--- src/mqp_regs.svh ---
// register offsets, field positions and reset values of the queue pointers
`ifndef MQP_REGS_SVH
`define MQP_REGS_SVH

// ****************************************************
// device register offsets
// ****************************************************
`define MQP_OFS_CFG         12'h200
`define MQP_OFS_IN_FREE_TOP 12'h204
`define MQP_OFS_IN_FREE_BOT 12'h208
`define MQP_OFS_IN_POST_TOP 12'h20c
`define MQP_OFS_IN_POST_BOT 12'h210
`define MQP_OFS_OUT_FREE_TOP 12'h214
`define MQP_OFS_OUT_FREE_BOT 12'h218

// ****************************************************
// field positions and reset values
// ****************************************************
`define MQP_BASE_HI         31
`define MQP_BASE_LO         20
`define MQP_OFF_HI          19
`define MQP_OFF_LO          2
`define MQP_DEPTH_HI        6
`define MQP_DEPTH_LO        4
`define MQP_BOT_RD_BIT      1
`define MQP_RST_BASE        12'h000
`define MQP_RST_DEPTH       3'h0
`define MQP_RST_OFF         18'h00000
`define MQP_EMPTY_READ      32'hffffffff

// depth codes and word masks
`define MQP_DEPTH_256       3'h0
`define MQP_DEPTH_1K        3'h1
`define MQP_DEPTH_4K        3'h2
`define MQP_DEPTH_16K       3'h3
`define MQP_MASK_256        18'h000ff
`define MQP_MASK_1K         18'h003ff
`define MQP_MASK_4K         18'h00fff
`define MQP_MASK_16K        18'h03fff
`define MQP_MASK_64K        18'h0ffff

// ****************************************************
// controller register offsets on apb
// ****************************************************
`define MQP_H_ADDR          12'h000
`define MQP_H_WDATA         12'h004
`define MQP_H_CTRL          12'h008
`define MQP_H_STATUS        12'h00c
`define MQP_H_RDATA         12'h010
`define MQP_H_GO_BIT        0
`define MQP_H_WR_BIT        1
`define MQP_H_BUSY_BIT      0
`define MQP_H_DONE_BIT      1

`endif

--- src/mqp_pkg.sv ---
// types shared by the queue pointer device and its controller
package mqp_pkg;

    // pointer slots, in register order except the out free pair, whose top and bottom are swapped
    typedef enum logic [2:0] {
        MQP_IN_FREE_TOP,
        MQP_IN_FREE_BOT,
        MQP_IN_POST_TOP,
        MQP_IN_POST_BOT,
        MQP_OUT_FREE_BOT,
        MQP_OUT_FREE_TOP
    } mqp_slot_t;

    typedef logic [5:0][17:0] mqp_offs_t;

    // device state
    typedef struct packed {
        logic [11:0] base;
        logic [2:0]  depth;
        logic        bot_rd;
        mqp_offs_t   off;
        logic        ack;
        logic [31:0] rdata;
    } mqp_dev_state_t;

    typedef enum logic {MQP_H_IDLE, MQP_H_WAIT} mqp_hstate_t;

    // controller state
    typedef struct packed {
        mqp_hstate_t fsm;
        logic [11:0] addr;
        logic [31:0] wdata;
        logic        wr;
        logic        done;
        logic [31:0] rdata;
    } mqp_host_state_t;

endpackage

--- src/mqp_link_if.sv ---
// register access link between the controller and the pointer device
`timescale 1ns/100ps
`default_nettype none
interface mqp_link_if;
    logic        req;
    logic        wr;
    logic [11:0] addr;
    logic [31:0] wdata;
    logic [31:0] rdata;
    logic        ack;

    modport dev  (input req, wr, addr, wdata, output rdata, ack);
    modport host (output req, wr, addr, wdata, input rdata, ack);
endinterface
`default_nettype wire

--- src/mqp_dev.sv ---
// queue pointer registers of the device end
`timescale 1ns/100ps
`default_nettype none
`include "mqp_regs.svh"
module mqp_dev
    import mqp_pkg::*;
(
    // clock and reset
    input  wire logic        ref_clk,
    input  wire logic        rst,
    // register link
    mqp_link_if.dev          link,
    // advance strobes: in free bottom, in post top, out free top
    input  wire logic [2:0]  advance,
    // pointer state towards the queue engine
    output logic [11:0]      queue_base_address,
    output logic [2:0]       depth_select,
    output mqp_offs_t        pointer_offsets
);

    // ****************************************************
    // state and helper signals
    // ****************************************************
    // the whole register file is one packed struct, so reset, next
    // state and the register itself each stay in one place
    mqp_dev_state_t s_r;
    mqp_dev_state_t s_nxt;
    // combinational helpers, none of them stored
    logic [17:0]    wrap_mask;
    logic [2:0]     adv_slot [3];
    logic [5:0]     hit;
    logic [31:0]    rd_val;

    // ****************************************************
    // queue geometry
    // ****************************************************
    // only three pointers move under device control; the other three
    // belong to the host and are merely stored and returned here
    // the strobes come from the queue engine, one per moving pointer
    // slots the device itself advances
    assign adv_slot[0] = MQP_IN_FREE_BOT;
    assign adv_slot[1] = MQP_IN_POST_TOP;
    assign adv_slot[2] = MQP_OUT_FREE_TOP;

    // all queues share one size, so a single mask serves every pointer;
    // a reserved code is a software error, and the largest size keeps
    // the pointer from wrapping short of any legal queue end
    // word mask of one queue; reserved codes behave as the largest size
    always_comb
    begin
        case (s_r.depth)
            `MQP_DEPTH_256: wrap_mask = `MQP_MASK_256;
            `MQP_DEPTH_1K:  wrap_mask = `MQP_MASK_1K;
            `MQP_DEPTH_4K:  wrap_mask = `MQP_MASK_4K;
            `MQP_DEPTH_16K: wrap_mask = `MQP_MASK_16K;
            default:        wrap_mask = `MQP_MASK_64K;
        endcase
    end

    // ****************************************************
    // register decode and read path
    // ****************************************************
    // the link carries byte offsets; a misaligned or unknown offset
    // hits no slot, so it reads zero and its write is dropped
    // only whole words are mapped; there is no byte access
    // address decode, one bit per pointer slot
    always_comb
    begin
        // nothing hits unless the offset matches a slot exactly
        hit = 6'h00;
        case (link.addr)
            `MQP_OFS_IN_FREE_TOP:  hit[MQP_IN_FREE_TOP]  = 1'b1;
            `MQP_OFS_IN_FREE_BOT:  hit[MQP_IN_FREE_BOT]  = 1'b1;
            `MQP_OFS_IN_POST_TOP:  hit[MQP_IN_POST_TOP]  = 1'b1;
            `MQP_OFS_IN_POST_BOT:  hit[MQP_IN_POST_BOT]  = 1'b1;
            `MQP_OFS_OUT_FREE_BOT: hit[MQP_OUT_FREE_BOT] = 1'b1;
            `MQP_OFS_OUT_FREE_TOP: hit[MQP_OUT_FREE_TOP] = 1'b1;
            default:               hit = 6'h00;
        endcase
    end

    // the marker sets the two reserved low bits, which no stored pointer
    // ever has, so software cannot mistake it for a real offset
    // with the option clear the plain pointer value is returned
    // read mux; a bottom pointer equal to its top reads as empty marker
    always_comb
    begin
        // unmapped offsets read as zero
        rd_val = 32'h00000000;
        case (link.addr)
            // config word: base, depth and the bottom-read option
            `MQP_OFS_CFG:
            begin
                rd_val[`MQP_BASE_HI:`MQP_BASE_LO]   = s_r.base;
                rd_val[`MQP_DEPTH_HI:`MQP_DEPTH_LO] = s_r.depth;
                rd_val[`MQP_BOT_RD_BIT]             = s_r.bot_rd;
            end
            default:
            begin
                for (int i = 0; i < 6; i++)
                begin
                    if (hit[i])
                    begin
                        rd_val = {s_r.base, s_r.off[i], 2'b00};
                    end
                end
            end
        endcase
        // each bottom slot is compared with the top slot of its own queue
        if (s_r.bot_rd)
        begin
            if ((hit[MQP_IN_FREE_BOT]
                 && s_r.off[MQP_IN_FREE_BOT] == s_r.off[MQP_IN_FREE_TOP])
             || (hit[MQP_IN_POST_BOT]
                 && s_r.off[MQP_IN_POST_BOT] == s_r.off[MQP_IN_POST_TOP])
             || (hit[MQP_OUT_FREE_BOT]
                 && s_r.off[MQP_OUT_FREE_BOT] == s_r.off[MQP_OUT_FREE_TOP]))
            begin
                rd_val = `MQP_EMPTY_READ;
            end
        end
    end

    // ****************************************************
    // next state
    // ****************************************************
    // the host wins a collision because a reseed by software must not
    // be undone by a stray advance in the same cycle; the lost advance
    // is the queue engine's to repeat
    // next state: host writes win over a same-cycle advance
    always_comb
    begin
        // ack clears; every other field holds unless an access or an advance changes it
        s_nxt     = s_r;
        s_nxt.ack = 1'b0;
        // device advance by one entry, wrapping inside the queue
        // bits above the mask are kept, so a queue placed at an offset
        // inside the block stays within its own window
        for (int k = 0; k < 3; k++)
        begin
            if (advance[k])
            begin
                s_nxt.off[adv_slot[k]] =
                    (s_r.off[adv_slot[k]] & ~wrap_mask)
                    | ((s_r.off[adv_slot[k]] + 18'h00001) & wrap_mask);
            end
        end
        // ack and read data rise together on the take edge, one cycle after req rises;
        // read data is the value before any advance of that same edge
        // one answer per request; ack low again before the next is taken
        if (link.req && !s_r.ack)
        begin
            s_nxt.ack   = 1'b1;
            // a write answers with zero read data
            s_nxt.rdata = link.wr ? 32'h00000000 : rd_val;
            if (link.wr)
            begin
                if (link.addr == `MQP_OFS_CFG)
                begin
                    s_nxt.base   = link.wdata[`MQP_BASE_HI:`MQP_BASE_LO];
                    s_nxt.depth  = link.wdata[`MQP_DEPTH_HI:`MQP_DEPTH_LO];
                    s_nxt.bot_rd = link.wdata[`MQP_BOT_RD_BIT];
                end
                // only the offset field is stored; base bits are dropped
                // the reserved low bits go too, keeping words aligned
                for (int i = 0; i < 6; i++)
                begin
                    if (hit[i])
                    begin
                        s_nxt.off[i] = link.wdata[`MQP_OFF_HI:`MQP_OFF_LO];
                    end
                end
            end
        end
    end

    // ****************************************************
    // registers and outputs
    // ****************************************************
    // every field clears on the global reset; the queue engine then
    // sees zero base and offsets until software configures the block
    // the asynchronous branch loads constants only
    // state register
    always_ff @(posedge ref_clk or posedge rst)
    begin
        if (rst)
        begin
            s_r.base   <= `MQP_RST_BASE;
            s_r.depth  <= `MQP_RST_DEPTH;
            s_r.bot_rd <= 1'b0;
            s_r.off    <= {6{`MQP_RST_OFF}};
            s_r.ack    <= 1'b0;
            s_r.rdata  <= 32'h00000000;
        end
        else
        begin
            s_r <= s_nxt;
        end
    end

    // outputs straight from flip-flops, so no decode glitch reaches
    // the queue engine
    assign link.ack           = s_r.ack;
    assign link.rdata         = s_r.rdata;
    assign queue_base_address = s_r.base;
    assign depth_select       = s_r.depth;
    assign pointer_offsets    = s_r.off;

endmodule // mqp_dev
`default_nettype wire

--- src/flat_wrapper.sv ---
// flat-port wrapper written by rule: the top's interface ports become plain ports
module mqp_dev_flat import mqp_pkg::*;
  (ref_clk, rst, advance, queue_base_address, depth_select, pointer_offsets, link_req, link_wr, link_addr, link_wdata, link_rdata, link_ack);
  mqp_link_if link_i ();
  input  wire logic ref_clk;
  input  wire logic rst;
  input  wire logic [2:0] advance;
  output logic [11:0] queue_base_address;
  output logic [2:0] depth_select;
  output mqp_offs_t pointer_offsets;
  input wire logic [$bits(link_i.req)-1:0] link_req;
  input wire logic [$bits(link_i.wr)-1:0] link_wr;
  input wire logic [$bits(link_i.addr)-1:0] link_addr;
  input wire logic [$bits(link_i.wdata)-1:0] link_wdata;
  output wire logic [$bits(link_i.rdata)-1:0] link_rdata;
  output wire logic [$bits(link_i.ack)-1:0] link_ack;
  assign link_i.req = link_req;
  assign link_i.wr = link_wr;
  assign link_i.addr = link_addr;
  assign link_i.wdata = link_wdata;
  assign link_rdata = link_i.rdata;
  assign link_ack = link_i.ack;
  mqp_dev u_core (.ref_clk(ref_clk), .rst(rst), .link(link_i), .advance(advance), .queue_base_address(queue_base_address), .depth_select(depth_select), .pointer_offsets(pointer_offsets));
endmodule
--- config.mk ---
export PLATFORM = sky130hd
export DESIGN_NAME = mqp_dev_flat
export DESIGN_NICKNAME = d
export VERILOG_FILES = /design/src/mqp_pkg.sv /design/src/mqp_link_if.sv /design/src/mqp_dev.sv /design/src/flat_wrapper.sv
export VERILOG_INCLUDE_DIRS = /design/src
export SDC_FILE = /design/constraint.sdc
export NUM_CORES = 1
export LEC_CHECK = 0
export BUFFER_PORTS_ARGS = -buffer_cell sky130_fd_sc_hd__buf_2
export CAP_MARGIN = 20
export CORE_MARGIN = 2
export CORE_UTILIZATION = 57
export CTS_CLUSTER_SIZE = 8
export DETAILED_ROUTE_END_ITERATION = 8
export PLACE_DENSITY = 0.83
export RECOVER_POWER = 25
export SYNTH_ARGS = -nofsm -noshare
export SYNTH_HDL_FRONTEND = slang
export SYNTH_SLANG_ARGS = --single-unit
export TNS_END_PERCENT = 30
--- constraint.sdc ---
create_clock -name ref_clk -period 7.96 [get_ports ref_clk]
set_input_delay 1.194 -clock ref_clk [delete_from_list [all_inputs] [get_ports ref_clk]]
set_output_delay 1.194 -clock ref_clk [all_outputs]
set_load 0.01 [all_outputs]
# Word level (Yosys, flattened, before mapping)
# Index checks and enable logic that the tools add are counted.
[word_totals]
reg_bits = 157
[classes]
reduce_logical = 9
n_mux = 33
bitwise_logic = 10
add_sub_neg = 3
n_eq_ne = 13
[op_table]
columns = ["operator", "count"]
rows = [
  ["32-bit 2-to-1 mux", 9],
  ["108-bit 2-to-1 mux", 2],
  ["141-bit 2-to-1 mux", 1],
  ["18-bit bitwise AND", 6],
  ["18-bit 2-to-1 mux", 6],
  ["12-bit by 10-bit == test with 1-bit output, second input constant", 7],
  ["16-bit case mux with 4 select lines", 1],
  ["18-bit by 1-bit adder with 18-bit output, second input constant", 3],
  ["18-bit == test", 3],
  ["54-bit 2-to-1 mux", 1],
  ["18-bit OR", 3],
  ["36-bit 2-to-1 mux", 1],
  ["16-bit NOT with 18-bit output", 1],
  ["13-bit 2-to-1 mux", 1],
  ["12-bit 2-to-1 mux", 1],
  ["1-bit 2-to-1 mux", 8],
  ["3-bit by 2-bit == test with 1-bit output, second input constant", 2],
  ["1-bit logical AND", 4],
  ["3-bit by 1-bit == test with 1-bit output, second input constant", 1],
  ["3-bit zero test", 1],
  ["3-bit 2-to-1 mux", 1],
  ["3-bit AND reduction", 1],
  ["1-bit logical OR", 2],
  ["2-bit 2-to-1 mux", 1],
  ["1-bit zero test", 1],
]

# Logic depth before layout (Yosys ltp)
[depth]
ltp_word = 13
depth_mapped = 9

# Worst setup path after synthesis
# OpenSTA, ideal clock, no wires.
[synth_timing]
path_kind = "input port to flip-flop"
from = "input link_addr[0]"
to = "register u_core.s_r, in the netlist u_core.pointer_offsets[72]"
t_arrival_ns = 2.823
path_buffers = 2
slack_ns = 5.012
required_time_ns = 7.835
path_stages = 6
path_cell_list = "buf_2 nor4b_4 nand4_2 nor2_4 buf_4 mux2_2"
[synth_via]
elab_chain_cells = 5
[synth_lines]
columns = ["item", "line_no", "rtl"]
rows = [
  ["start, declared", "flat_wrapper.sv:13", "input wire logic [$bits(link_i.addr)-1:0] link_addr;"],
  ["12-bit by 10-bit == test with 1-bit output", "mqp_dev.sv:71", "case (link.addr)"],
  ["1-bit 2-to-1 mux", "mqp_dev.sv:71", ""],
  ["18-bit 2-to-1 mux", "mqp_dev.sv:168", "if (hit[i])"],
  ["108-bit 2-to-1 mux", "mqp_dev.sv:156", "if (link.wr)"],
  ["141-bit 2-to-1 mux", "mqp_dev.sv:151", "if (link.req && !s_r.ack)"],
  ["end signal, assigned", "mqp_dev.sv:197", "s_r <= s_nxt;"],
  ["end, declared", "mqp_dev.sv:26", "mqp_dev_state_t s_r;"],
]
# Every way passes these cells.
# A chain may end at the register's enable or synchronous reset.

==> results.yml <==
outcome:
  run_status: "complete, but fails checks"
  violations: "max-capacitance violations, max-slew violations"
sta:
  tightest_slew_ps: 3810
  setup_viol: 0
  fin_tns_setup_ps: 0
  hold_viol: 0
  maxSlewHeadroom_pct: -155
  final.setup_skew_ps: 13.5
  max_freq_mhz: 248
  slew_viol_final: 122
  rsz0062_at_grt: "false"
  final.period_utilization_pct: 50.7
  period_minus_slack_ps: 4030
synthesis:
  yosysTopAreaCellShare_pct: 39.6
  avgSynthCellArea_um2: 9.86
  ys_types: 62
  ys_top_cells_by_count: "buf_4, dfrtp_1, nor2_1"
  synth_edf_count: 0
  syn_inst: 1005
  yosysWarningCount: 0
  synth_fp_nets: 1059
  synthFlopType: "dfrtp_1"
  synth_most_common_cell: "buf_4"
  synth_area_um2: 9910
  synth_area_leader_cell: "dfrtp_1"
  synth_seq_cells: 157
  synth.area.top_cells: "dfrtp_1, buf_4, mux2_2"
  synth-async-reset-ratio_pct: 100
  seq_area_frac_synth_pct: 39.6
setup_path:
  path_cells: "buf_2 > clkinvlp_2 > buf_4"
  max_stage_delay_ps: 2110
  worstSetupEndpointType: "asynchronous set/reset pin"
  crit_family: "buffers and inverters"
  cp.arrival_ps: 4470
  cp_max_fo: 87
  crit_buf_inv: 3
  critPathKind: "input pin to asynchronous set/reset pin"
  start_kind: "input pin"
  required_ps: 8390
  critical_path.slowest_cell: "clkinvlp_2"
routing:
  wl_per_cell_um: 22.8
  ant_nets: 0
  firstDrtPassIters: 5
  via_count: 7886
  wirelength_um: 28800
  viasPerCell: 6.25
  drtIter0Drc: 663
  drc_errors: 0
global_route:
  grt_overflow: 0
  grt_max_degree: 88
  track_usage_pct: 31.5
  grt_pass1_wl_um: 43500
  grt_pass1_vias: 7527
  antenna_found_initial: 0
finish:
  drive_above_1_share_pct: 31.2
  register_area_um2: 3930
  nets: 1077
  diodes: 0
  nFillCells: 1449
  areaGrowthSynthToFinish_pct: 5.44
  multi_input_area_um2: 4500
  fin_area_um2: 10400
power_and_ir_drop:
  fin_total_pwr_w: 0.00221
  powerDensity_nw_per_um2: 211
  vdd_ir_drop_max_mv: 0.161
  p_leak_nw: 5.02
placed_design:
  hpwl_um: 20900
  port_buffers: 205
  gp_congestion: 0.974
  place_area_um2: 9850
floorplan:
  die_w_um: 136
  ioPinCount: 207
  die_height_um: 136
  initial_core_util_pct: 57.9
  die_area_um2: 18500
  row_count: 48
  core_um2: 17100
cts:
  cts_tree: "done"
  cts_hold_buf: 0
  clkLatencyLatePin_ps: 440
  clk_pin_slew_ps: 70
  cts.path.max_buffers: 2
  cts-root-buf: "clkbuf_16"
  cts_sinks: 157
  cts_setup_buffers: 0
  cts_buffers: 17
  cts_max_level: 4
  cts-resized-gates: 0
hold_path:
  hold_class: "flip-flop to flip-flop"
job:
  drv_cap: 2
-- worst min-delay path, delay by kind of cell (launching register included) --
| kind | cells | cell delay, ps |
|---|---|---|
| simple gates | 2 | 130 |
| flops | 1 | 340 |
-- stage by stage --
step           hold WS (ps)  setup slack (ps)  instances  util, %
5_1_grt                 533              3240       1261     61.0
3_5_place_dp            490              4050       1227     57.6
2_1_floorplan           463              2530       1005        -
6_report                506              3930       1261     61.0
4_1_cts                 510              4520       1259     61.1
3_3_place_gp            479              4100       1227     57.6
-- flip-flops by register name (all words and copies together) (netlist names) --
name / count
u_core.s_r: 1
u_core.depth_select: 3
u_core.queue_base_address: 12
u_core.pointer_offsets: 108
u_core.link.rdata: 32
u_core.link.ack: 1
-- worst paths after layout --
check	cells after the start	from	end	slack, ps
worst max-delay path	3	rst	u_core.pointer_offsets[15]	3930
worst min-delay path	2	u_core.link.rdata[13]	u_core.link.rdata[13]	510
worst max register to register	6	u_core.link.ack	u_core.pointer_offsets[5]	4800
worst min register to register	2	u_core.link.rdata[13]	u_core.link.rdata[13]	510
max in group ref_clk	7	link_req	u_core.pointer_offsets[5]	4360
min in group asynchronous	2	rst	u_core.depth_select[2]	1880
-- cell type report --
class | count | share of cell area (%)
multi-input combinational | 621 | 43.1
timing repair buffer | 216 | 10.5
inverter | 10 | 0.371
tap | 225 | 2.69
clock inverter | 15 | 1.68
clock buffer | 17 | 4.07
sequential | 157 | 37.6
-- metal layers --
layer | part of all wire [%] | vias to the layer above | wire (µm) | track usage (%)
met5 | 0 | - | 0 | 0
met4 | 4.1 | 0 | 1190 | 14.8
met3 | 9.8 | 89 | 2810 | 7.98
met2 | 48 | 479 | 13700 | 50.9
met1 | 39 | 3851 | 11100 | 39.7
li1 | - | 3467 | - | -
-- logic make-up after synthesis --
group,share of synthesized area [%]
flops,39.6
xor+xnor,8.75
simple gates,16.1
compound gates,9.10
fa+ha+maj,0.379
mux,11.0
buf+inv,15.0
-- power by group --
group	internal, W	switching [W]
sequential	0.000850	0.000139
clock	0.000423	0.000396
combinational	0.000176	0.000222
-- cell usage in the layout (no fill, tap or decap), types with 8 or more instances in the layout --
cell type	n
nor2_1	78
a22oi_1	17
xnor2_1	73
mux2_4	10
nor4_1	11
xor2_1	26
nand2_1	36
buf_2	175
buf_4	8
o221ai_1	14
and2_1	14
nand4_1	64
clkbuf_1	31
mux2i_1	16
nor3_1	11
o221a_2	13
mux2_2	63
a21oi_1	68
clkbuf_16	17
dfrtp_1	157
nand3_1	38
inv_1	8
Note: power is estimated with default switching activity, not from simulation.
